**config.mk**
```make
export PLATFORM = sky130hd
export DESIGN_NAME = lcrio_top
export DESIGN_NICKNAME = d
export VERILOG_FILES = /design/src/lcrio_pkg.sv /design/src/lcrio_top.sv /design/src/lcrio_mem.sv /design/src/lcrio_calc.sv
export VERILOG_INCLUDE_DIRS = /design/src
export SDC_FILE = /design/constraint.sdc
export NUM_CORES = 2
export LEC_CHECK = 0
export BUFFER_PORTS_ARGS = -buffer_cell sky130_fd_sc_hd__buf_2
export CORE_AREA = 2 2 449 451
export DETAILED_ROUTE_END_ITERATION = 8
export DIE_AREA = 0 0 451 453
export PLACE_DENSITY = 0.56
export SLEW_MARGIN = 0
export SYNTH_ARGS = -nofsm -noshare
export SYNTH_HDL_FRONTEND = slang
export SYNTH_SLANG_ARGS = --single-unit
```
**constraint.sdc**
```tcl
create_clock -name sys_clk -period 15.3 [get_ports sys_clk]
set_clock_uncertainty 0.15 [all_clocks]
set_input_delay 0.765 -clock sys_clk [delete_from_list [all_inputs] [get_ports sys_clk]]
set_output_delay 0.765 -clock sys_clk [all_outputs]
set_load 0.05 [all_outputs]
```
**src/lcrio_defines.svh**
```systemverilog
`ifndef LCRIO_DEFINES_SVH
`define LCRIO_DEFINES_SVH
`define LCRIO_OFS_DATA 8'h00
`define LCRIO_OFS_STAT 8'h04
`define LCRIO_OFS_CHAN 8'h08
`define LCRIO_OFS_CSEL 8'h0c
`define LCRIO_OFS_SCALE 8'h10
`define LCRIO_OFS_GAIN 8'h14
`define LCRIO_OFS_TARE 8'h18
`define LCRIO_OFS_REF 8'h1c
`define LCRIO_CMD_WEIGHT 8'h01
`define LCRIO_CMD_RAW 8'h02
`define LCRIO_CMD_IOGET 8'h03
`define LCRIO_CMD_IOSET 8'h04
`define LCRIO_RST_CHAN 4'hf
`define LCRIO_RST_OUT 4'hf
`define LCRIO_RST_SCALE 16'h0001
`define LCRIO_RST_GAIN 16'h0001
`define LCRIO_RAW_BYTES 3'h3
`define LCRIO_WEIGHT_BYTES 3'h4
`define LCRIO_IO_BYTES 3'h1
`endif

```
**src/lcrio_pkg.sv**
```systemverilog
package lcrio_pkg;
  typedef enum logic [2:0] {
    ST_IDLE = 3'b000,
    ST_CHAN = 3'b001,
    ST_FETCH = 3'b010,
    ST_LOAD = 3'b011,
    ST_SEND = 3'b100,
    ST_SETLO = 3'b101,
    ST_SETHI = 3'b110
  } lcrio_state_t;

  typedef struct packed {
    lcrio_state_t state;
    logic [7:0] cmd;
    logic [1:0] sel;
    logic ibf;
    logic obf;
    logic [7:0] in_byte;
    logic [7:0] out_byte;
    logic [31:0] tx;
    logic [2:0] tx_left;
    logic [3:0] chan_act;
    logic [1:0] csel;
    logic [3:0][15:0] scale;
    logic [3:0][15:0] gain;
    logic [3:0][23:0] tare;
    logic [3:0][23:0] refo;
    logic [3:0] dout;
    logic [3:0] set_lo;
    logic [3:0] sync1;
    logic [3:0] sync2;
    logic pready;
    logic pslverr;
    logic [31:0] prdata;
  } lcrio_regs_t;

  typedef struct packed {
    logic valid;
    logic [1:0] chan;
    logic [23:0] raw;
    logic [31:0] weight;
  } lcrio_calc_t;
endpackage

```
**src/lcrio_top.sv**
```systemverilog
`timescale 1ns/1ps
`include "lcrio_defines.svh"
module lcrio_top import lcrio_pkg::*; (
  input wire logic sys_clk,
  input wire logic sys_rst,
  input wire logic psel,
  input wire logic penable,
  input wire logic pwrite,
  input wire logic [7:0] paddr,
  input wire logic [31:0] pwdata,
  output logic [31:0] prdata,
  output logic pready,
  output logic pslverr,
  input wire logic meas_valid,
  input wire logic [1:0] meas_chan,
  input wire logic [23:0] meas_raw,
  input wire logic discrete_in_a,
  input wire logic discrete_in_b,
  input wire logic discrete_in_c,
  input wire logic discrete_in_d,
  output logic discrete_out_a,
  output logic discrete_out_b,
  output logic discrete_out_c,
  output logic discrete_out_d
);
  lcrio_regs_t r, next_r;
  logic calc_in;
  logic calc_valid;
  logic [1:0] calc_chan;
  logic [23:0] calc_raw;
  logic [31:0] calc_weight;
  logic [55:0] mem_rd;
  logic setup;
  logic access;
  logic mapped;
  logic rd_hold;
  logic [7:0] pin_state_word;

  function automatic logic is_mapped(input logic [7:0] a);
    is_mapped = a == `LCRIO_OFS_DATA || a == `LCRIO_OFS_STAT ||
      a == `LCRIO_OFS_CHAN || a == `LCRIO_OFS_CSEL ||
      a == `LCRIO_OFS_SCALE || a == `LCRIO_OFS_GAIN ||
      a == `LCRIO_OFS_TARE || a == `LCRIO_OFS_REF;
  endfunction

  assign calc_in = meas_valid && r.chan_act[meas_chan];

  lcrio_calc u_calc (
    .sys_clk(sys_clk),
    .sys_rst(sys_rst),
    .in_valid(calc_in),
    .in_chan(meas_chan),
    .raw(meas_raw),
    .scale(r.scale[meas_chan]),
    .gain(r.gain[meas_chan]),
    .tare(r.tare[meas_chan]),
    .refo(r.refo[meas_chan]),
    .out_valid(calc_valid),
    .out_chan(calc_chan),
    .out_raw(calc_raw),
    .weight(calc_weight)
  );

  lcrio_mem #(
    .WIDTH(56),
    .DEPTH(4)
  ) u_mem (
    .sys_clk(sys_clk),
    .we(calc_valid),
    .wr_addr(calc_chan),
    .wr_data({calc_weight, calc_raw}),
    .rd_addr(r.sel),
    .rd_data(mem_rd)
  );

  assign setup = psel && !penable;
  assign access = psel && penable && r.pready;
  assign mapped = is_mapped(paddr);
  // a pending host read of the data word freezes the output register
  assign rd_hold = psel && !pwrite && paddr == `LCRIO_OFS_DATA;
  assign pin_state_word = {~r.sync2, ~r.dout};

  always_comb begin
    next_r = r;
    next_r.pready = 1'b0;
    next_r.pslverr = 1'b0;
    next_r.sync1 = {discrete_in_d, discrete_in_c, discrete_in_b, discrete_in_a};
    next_r.sync2 = r.sync1;

    // command interpreter
    case (r.state)
      ST_IDLE: begin
        if (r.ibf) begin
          next_r.ibf = 1'b0;
          next_r.cmd = r.in_byte;
          case (r.in_byte)
            `LCRIO_CMD_WEIGHT: begin
              next_r.state = ST_CHAN;
            end
            `LCRIO_CMD_RAW: begin
              next_r.state = ST_CHAN;
            end
            `LCRIO_CMD_IOGET: begin
              next_r.tx = {24'h0, pin_state_word};
              next_r.tx_left = `LCRIO_IO_BYTES;
              next_r.state = ST_SEND;
            end
            `LCRIO_CMD_IOSET: begin
              next_r.state = ST_SETLO;
            end
            default: begin
              next_r.state = ST_IDLE;
            end
          endcase
        end
      end
      ST_CHAN: begin
        if (r.ibf) begin
          next_r.ibf = 1'b0;
          next_r.sel = r.in_byte[1:0];
          next_r.state = ST_FETCH;
        end
      end
      ST_FETCH: begin
        next_r.state = ST_LOAD;
      end
      ST_LOAD: begin
        if (r.cmd == `LCRIO_CMD_RAW) begin
          next_r.tx = {8'h0, mem_rd[23:0]};
          next_r.tx_left = `LCRIO_RAW_BYTES;
        end else begin
          next_r.tx = mem_rd[55:24];
          next_r.tx_left = `LCRIO_WEIGHT_BYTES;
        end
        next_r.state = ST_SEND;
      end
      ST_SEND: begin
        if (!r.obf && !rd_hold) begin
          next_r.out_byte = r.tx[7:0];
          next_r.obf = 1'b1;
          next_r.tx = {8'h0, r.tx[31:8]};
          next_r.tx_left = r.tx_left - 3'h1;
          if (r.tx_left == 3'h1) begin
            next_r.state = ST_IDLE;
          end
        end
      end
      ST_SETLO: begin
        if (r.ibf) begin
          next_r.ibf = 1'b0;
          next_r.set_lo = r.in_byte[3:0];
          next_r.state = ST_SETHI;
        end
      end
      ST_SETHI: begin
        if (r.ibf) begin
          next_r.ibf = 1'b0;
          next_r.dout = r.set_lo;
          next_r.state = ST_IDLE;
        end
      end
      default: begin
        next_r.state = ST_IDLE;
      end
    endcase

    // apb setup: registered answer in the access cycle
    if (setup) begin
      next_r.pready = 1'b1;
      next_r.pslverr = !mapped ||
        (pwrite && paddr == `LCRIO_OFS_DATA && r.ibf);
      next_r.prdata = 32'h0;
      case (paddr)
        `LCRIO_OFS_DATA: begin
          next_r.prdata = {24'h0, r.out_byte};
        end
        `LCRIO_OFS_STAT: begin
          next_r.prdata = {30'h0, r.obf, r.ibf};
        end
        `LCRIO_OFS_CHAN: begin
          next_r.prdata = {28'h0, r.chan_act};
        end
        `LCRIO_OFS_CSEL: begin
          next_r.prdata = {30'h0, r.csel};
        end
        `LCRIO_OFS_SCALE: begin
          next_r.prdata = {16'h0, r.scale[r.csel]};
        end
        `LCRIO_OFS_GAIN: begin
          next_r.prdata = {16'h0, r.gain[r.csel]};
        end
        `LCRIO_OFS_TARE: begin
          next_r.prdata = {8'h0, r.tare[r.csel]};
        end
        `LCRIO_OFS_REF: begin
          next_r.prdata = {8'h0, r.refo[r.csel]};
        end
        default: begin
          next_r.prdata = 32'h0;
        end
      endcase
    end

    // apb access edge: writes and read side effects
    if (access && pwrite) begin
      case (paddr)
        `LCRIO_OFS_DATA: begin
          if (!r.ibf) begin
            next_r.in_byte = pwdata[7:0];
            next_r.ibf = 1'b1;
          end
        end
        `LCRIO_OFS_CHAN: begin
          next_r.chan_act = pwdata[3:0];
        end
        `LCRIO_OFS_CSEL: begin
          next_r.csel = pwdata[1:0];
        end
        `LCRIO_OFS_SCALE: begin
          next_r.scale[r.csel] = pwdata[15:0];
        end
        `LCRIO_OFS_GAIN: begin
          next_r.gain[r.csel] = pwdata[15:0];
        end
        `LCRIO_OFS_TARE: begin
          next_r.tare[r.csel] = pwdata[23:0];
        end
        `LCRIO_OFS_REF: begin
          next_r.refo[r.csel] = pwdata[23:0];
        end
        default: begin
          next_r.csel = r.csel;
        end
      endcase
    end else if (access && paddr == `LCRIO_OFS_DATA) begin
      next_r.obf = 1'b0;
    end
  end

  always_ff @(posedge sys_clk) begin
    if (sys_rst) begin
      r <= '0;
      r.state <= ST_IDLE;
      r.chan_act <= `LCRIO_RST_CHAN;
      r.dout <= `LCRIO_RST_OUT;
      r.set_lo <= `LCRIO_RST_OUT;
      r.scale <= {4{`LCRIO_RST_SCALE}};
      r.gain <= {4{`LCRIO_RST_GAIN}};
    end else begin
      r <= next_r;
    end
  end

  assign prdata = r.prdata;
  assign pready = r.pready;
  assign pslverr = r.pslverr;
  assign discrete_out_a = r.dout[0];
  assign discrete_out_b = r.dout[1];
  assign discrete_out_c = r.dout[2];
  assign discrete_out_d = r.dout[3];
endmodule

```
**src/lcrio_mem.sv**
```systemverilog
`timescale 1ns/1ps
module lcrio_mem import lcrio_pkg::*; #(
  parameter int WIDTH = 56,
  parameter int DEPTH = 4
) (
  input wire logic sys_clk,
  input wire logic we,
  input wire logic [$clog2(DEPTH)-1:0] wr_addr,
  input wire logic [WIDTH-1:0] wr_data,
  input wire logic [$clog2(DEPTH)-1:0] rd_addr,
  output logic [WIDTH-1:0] rd_data
);
  logic [WIDTH-1:0] mem [DEPTH];

  // latest result per channel, read one cycle later
  always_ff @(posedge sys_clk) begin
    if (we) begin
      mem[wr_addr] <= wr_data;
    end
    rd_data <= mem[rd_addr];
  end
endmodule

```
**src/lcrio_calc.sv**
```systemverilog
`timescale 1ns/1ps
module lcrio_calc import lcrio_pkg::*; (
  input wire logic sys_clk,
  input wire logic sys_rst,
  input wire logic in_valid,
  input wire logic [1:0] in_chan,
  input wire logic [23:0] raw,
  input wire logic [15:0] scale,
  input wire logic [15:0] gain,
  input wire logic [23:0] tare,
  input wire logic [23:0] refo,
  output logic out_valid,
  output logic [1:0] out_chan,
  output logic [23:0] out_raw,
  output logic [31:0] weight
);
  lcrio_calc_t r, next_r;
  logic signed [25:0] diff;
  logic signed [59:0] prod;

  always_comb begin
    diff = $signed({2'h0, raw}) - $signed({2'h0, refo}) - $signed({2'h0, tare});
    prod = $signed({1'b0, scale}) * $signed({1'b0, gain}) * diff;
    next_r = r;
    next_r.valid = in_valid;
    if (in_valid) begin
      next_r.chan = in_chan;
      next_r.raw = raw;
      next_r.weight = prod[31:0];
    end
  end

  always_ff @(posedge sys_clk) begin
    if (sys_rst) begin
      r <= '0;
    end else begin
      r <= next_r;
    end
  end

  assign out_valid = r.valid;
  assign out_chan = r.chan;
  assign out_raw = r.raw;
  assign weight = r.weight;
endmodule

```
==> Word-level counts from Yosys, hierarchy flattened <==
Memory sizes are Yosys's and may differ from the RTL's. A register that Yosys moved wholly into a read port is not among the register bits.
Cells that the tools add are included.
{ "word_totals": {"ram_bits": 224, "mem_count": 1, "wordCells": 173, "output_inout_bits": 38, "reg_bits": 501} }
{ "mem_list": {"columns": ["memory", "words", "width", "rd", "rd_clocked_by_memory_dff", "write_ports", "line", "rtl"], "rows": [
  ["u_mem.mem", 4, 56, 1, 1, 1, "lcrio_mem.sv:13", "logic [WIDTH-1:0] mem [DEPTH];"]
]} }
{ "op_classes": {"magnitude_cmp": 3, "multipliers": 2, "addsub": 3, "bitwise_logic": 4, "mux": 51, "n_eq_ne": 26, "reduce_logical": 45} }
{ "ops": {"columns": ["op", "n"], "rows": [
  ["binary-select mux 24 bit (select 2 bit)", 4],
  ["bitwise mux 96 bit", 2],
  ["case mux 24 bit (8 select lines)", 1],
  ["2-to-1 mux 35 bit", 4],
  ["binary-select mux 16 bit (select 2 bit)", 4],
  ["bitwise mux 64 bit", 2],
  ["2-to-1 mux 24 bit", 5],
  ["case mux 35 bit (3 select lines)", 1],
  ["2-to-1 mux 16 bit", 5],
  ["demux 24 bit (select 2 bit)", 1],
  ["2-to-1 mux 34 bit", 1],
  ["multiplier 33 x 26 -> 32 bit", 1],
  ["demux 16 bit (select 2 bit)", 1],
  ["equality test 8 x 5 -> 1 bit, second input constant", 4],
  ["multiplier 16 x 16 -> 32 bit", 1],
  ["subtractor 25 x 25 -> 26 bit", 1],
  ["subtractor 24 x 24 -> 25 bit", 1],
  ["equality test 8 x 2 -> 1 bit, second input constant", 3],
  ["AND reduction 2 bit", 11],
  ["case mux 3 bit (7 select lines)", 1],
  ["equality test 8 x 3 -> 1 bit, second input constant", 2],
  ["equality test 8 x 4 -> 1 bit, second input constant", 2],
  ["2-to-1 mux 3 bit", 5],
  ["logical AND 1 bit", 12],
  ["other kinds (26)", 59]
]} }

==> Logic depth before layout (Yosys ltp) <==
{ "logic_depth": {"depth_word": 11, "depth_mapped": 60, "depth_no_buf": 57} }

==> Modules after synthesis <==
A second synthesis with hierarchy kept.
{ "unflattened": {"cells_unflattened": 5984, "hier_area_um2": 59158.0} }
{ "modules_own_cells": {"columns": ["module", "seq_area_each_um2", "n_inst", "cells_per_inst", "area_each_um2"], "rows": [
  ["lcrio_calc", 1181.1, 1, 3208, 27821.7],
  ["lcrio_top", 8688.3, 1, 2424, 22068.7],
  ["lcrio_mem", 7847.5, 1, 352, 9267.6]
]} }

==> Worst setup path before layout <==
OpenSTA, ideal clock, no wires.
{ "synth_path": {"path_type": "input-to-reg", "startpoint": "input port meas_chan[0]", "endpoint": "register u_calc.r, in the netlist u_calc.weight[31]", "path_stages": 55, "setup_time_ns": 0.079, "path_buffers": 4, "slack_ns": 0.948, "t_arrival_ns": 14.123, "cell_sequence": "clkbuf_1 -> clkbuf_1 -> buf_1 -> clkbuf_1 -> mux4_2 -> ha_1 -> nor2b_1 -> o21ai_0 -> a21boi_0 -> o21ai_0 -> a21boi_0 -> o21ai_0 -> a21boi_0 -> o21ai_0 -> a21boi_0 -> o21a_1 -> o21ai_0 -> a21oi_1 -> [... 19 more ...] -> fa_1 -> fa_1 -> inv_1 -> fa_1 -> fa_1 -> xnor2_1 -> xnor2_1 -> xnor2_1 -> xnor2_1 -> xnor2_1 -> xnor3_1 -> xnor2_1 -> xor2_1 -> xnor3_1 -> xnor2_1 -> xnor3_1 -> xnor3_1 -> a211oi_2"} }
{ "synth_via": {"elab_chain_cells": 5, "word_cells_on_any_way": 15} }
{ "synth_rtl": {"columns": ["element", "line", "rtl"], "rows": [
  ["start: declaration", "lcrio_top.sv:15", "input wire logic [1:0] meas_chan,"],
  ["binary-select mux 24 bit (select 2 bit)", "lcrio_top.sv:57", ".refo(r.refo[meas_chan]),"],
  ["2-to-1 mux 24 bit (not written as such)", "lcrio_top.sv:57", null],
  ["subtractor 24 x 24 -> 25 bit", "lcrio_calc.sv:22", "diff = $signed({2'h0, raw}) - $signed({2'h0, refo}) - $signed({2'h0, tare});"],
  ["subtractor 25 x 25 -> 26 bit", "lcrio_calc.sv:22", null],
  ["multiplier 33 x 26 -> 32 bit", "lcrio_calc.sv:23", "prod = $signed({1'b0, scale}) * $signed({1'b0, gain}) * diff;"],
  ["end signal: assignment", "lcrio_calc.sv:37", "r <= next_r;"],
  ["end: declaration", "lcrio_calc.sv:17", "lcrio_calc_t r, next_r;"]
]} }
Parallel ways exist; a longest one is shown, timed or not. The select of a mux whose other input is x is not followed.
A chain may end at the register's enable or synchronous reset.

==> Final worst setup path <==
Ends and elaborated chain as after synthesis.

==> results.py <==
metrics = {
    "cts": {
        "postCtsHoldBufs": 0,
        "cts.sinks": 773,
        "post-cts-setup-buffers": 0,
        "clkLatencyLatePin_ps": 700,
        "clkTransAtPathRegs_ps": 90,
        "cts_tree": "yes",
        "htree_levels": 3,
        "numCtsBuffers": 81,
        "clk_path_buf_depth": 3,
        "cts_root_buf": "clkbuf_16",
        "cts_resized": 0,
    },
    "die": {
        "ioPinCount": 114,
        "dieArea_sq_mm": 0.2043,
        "die_h_microns": 453,
        "core_area_sq_mm": 0.1992,
        "initial_core_util_pct": 28.84,
        "die_x_microns": 451,
        "fp-row-count": 164,
    },
    "timing": {
        "slew_headroom_pct": 17.46,
        "fin_tns_setup_ps": 0,
        "worst_pin_slew_ps": 1229,
        "hold_viol": 0,
        "fmax_mhz": 70.53,
        "period_share_pct": 92.67,
        "rsz0062_at_grt": "no",
        "period_needed_ps": 14180,
        "final-setup-viol-count": 0,
        "drv_slew": 0,
    },
    "power_and_ir_drop": {
        "leakagePower_nw": 24.70,
        "ir_drop_v": 0.00007530,
        "p_per_area_mw_per_mm2": 75.82,
    },
    "synth": {
        "synth_area_leaders": "fa_1, dfxtp_1, edfxtp_1",
        "ys_top_cells_by_count": "nand2_1, inv_1, fa_1",
        "netlist_area_sq_mm": 0.05746,
        "syn_area_per_cell_sq_um": 9.657,
        "yosys_warnings": 0,
        "synth_most_common_cell": "nand2_1",
        "synth_top_cell_by_area": "fa_1",
        "synth_edf_count": 224,
        "synth-seq-area-share_pct": 30.83,
        "syn_inst": 5950,
        "synth-seq-cells": 773,
        "synthArstFlopShare_pct": 0,
        "ys_types": 80,
        "yosysTopAreaCellShare_pct": 20.77,
        "synth_ff_type": "dfxtp_1",
    },
    "grt": {
        "grt_pass1_vias": 43160,
        "grt_max_degree": 111,
        "grt_overflow": 0,
        "antenna_found_initial": 17,
        "grt_pass1_wl_microns": 267500,
        "grtUsageTotal_pct": 17.10,
    },
    "hold_path": {
        "min_from": "discrete_in_c",
        "hold_path.class": "in2reg",
    },
    "critical_path": {
        "path_common_cell": "xnor2_1",
        "crit_slowest_cell": "a2111oi_0",
        "cp-end-kind": "register",
        "worstPathRequired_ps": 15770,
        "worstPathMaxFanout": 34,
        "r2r_cells": 45,
        "critPathArrivalTime_ps": 14650,
        "worstReg2RegStart": "r[363]",
        "reg2reg_slack_ps": 1550,
        "rr_endpoint": "u_calc.weight[31]",
        "crit_end": "u_calc.weight[31]",
        "worst_setup_path_start_kind": "input pin",
        "critPathKind": "in2reg",
        "startpoint": "meas_chan[0]",
        "max_stage_delay_ps": 740,
    },
    "placed_design": {
        "port_buffers": 97,
        "place_congestion": 0.8954,
        "hpwl_microns": 128900,
    },
    "run_status": {
        "outcome": "complete, no violations",
    },
    "drt": {
        "drc": 0,
        "avgRoutedWirePerCell_microns": 20.55,
        "drt_iter0_markers": 3574,
        "viasPerCell": 4.897,
        "postRouteAntennaNets": 0,
        "first_pass_iters": 7,
        "vias": 42230,
        "drt_wl_total_microns": 177200,
    },
    "layout": {
        "final_net_count": 6842,
        "fillers": 20380,
        "drive_above_1_share_pct": 10.73,
        "syn2layout_area_growth_pct": 10.80,
        "final_util_pct": 31.95,
    },
    "job": {
        "cap_violations": 0,
    },
}
==> flip-flops by register name, summed over array words and instances (netlist names) <==
register and cells:
u_calc.out_raw 24, next_r 4, prdata 24, r 400, u_calc.out_valid 1, pready 1, u_mem.mem 224, discrete_out_c 1
u_calc.out_chan 2, discrete_out_d 1, pslverr 1, discrete_out_b 1, u_mem.rd_data 56, discrete_out_a 1, u_calc.weight 32
==> layer usage <==
metal  track usage, %  wire (microns)  vias to the layer above
met5                0              36                        -
met4            5.362            5357                        6
met3            2.848           11870                      266
met2            28.98           85290                     1468
met1            22.20           74660                    21350
li1                 -               -                    19130
==> worst max-delay path, delay by kind of cell <==
| family | cells | cell delay, ps |
|---|---|---|
| buffers and inverters | 4 | 880 |
| adders and majority gates | 9 | 3790 |
| AOI/OAI and AO/OA | 18 | 4530 |
| and+or+nand+nor | 7 | 980 |
| xor gates and xnor gates | 13 | 3090 |
| muxes | 1 | 600 |
==> worst min path at each step <==
stage,endpoint,slack (ps),cells after the start
CTS,next_r[36],120,2
floorplan,r[34],260,1
global placement,r[35],290,1
finish,next_r[36],170,2
detailed placement,r[35],280,1
global route,next_r[36],130,2
==> stage by stage <==
step / setup slack, ps / total power (W) / area, sq um / cells / hold slack [ps]
6_report: 1122 / 0.004827 / 63660 / 8622 / 167.8
5_1_grt: 143.9 / 0.004996 / 63660 / 8621 / 133.1
4_1_cts: 1220 / 0.004861 / 63630 / 8609 / 123.6
3_5_place_dp: 495.0 / 0.002807 / 60860 / 8460 / 277.8
3_3_place_gp: 554.2 / 0.002799 / 60860 / 8460 / 287.2
2_1_floorplan: 947.8 / 0.002577 / 57480 / 5957 / 263.8
==> cells by family after synthesis <==
logic type	count (synthesis)	share of synthesized area [%]
compound gates	773	7.996
xor+xnor	159	2.654
fa+ha+maj	879	26.93
buf+inv	1117	7.530
flops	773	30.83
mux	294	9.851
other cells	1	0.006527
simple gates	1954	14.20
==> cell type report <==
type | count | area [sq um] | share of cell area, %
Inverter | 748 | 2808 | 4.410
Multi-Input combinational cell | 4067 | 35600 | 55.92
Tap cell | 2656 | 3323 | 5.220
Antenna cell | 13 | 32.53 | 0.05110
Clock inverter | 37 | 457.9 | 0.7193
Sequential cell | 773 | 17730 | 27.85
Timing Repair Buffer | 216 | 1398 | 2.195
Clock buffer | 112 | 2315 | 3.636
==> cells in the final DEF (no fill, tap or decap), types with 21 or more instances in the layout <==
cell type and instances:
nand2_1 1205, inv_1 747, fa_1 596, dfxtp_1 545, a21oi_1 473, nor2_1 401
ha_1 283, edfxtp_1 224, mux4_2 216, and2_1 151, buf_4 120, xnor2_1 101
buf_2 94, clkbuf_16 82, mux2i_1 66, o21ai_0 59, a21o_1 43, xor2_1 41
a22oi_1 38, nand2b_1 31, nor3_1 26, nor2b_1 25, nand3_1 21
==> power by group <==
group          switching, W  total, W  internal, W
sequential        0.0000243   0.00217      0.00215
combinational      0.000413  0.000596     0.000183
clock              0.000883   0.00206      0.00118
total               0.00132   0.00483      0.00351
Power figures use the tool's default switching activity.
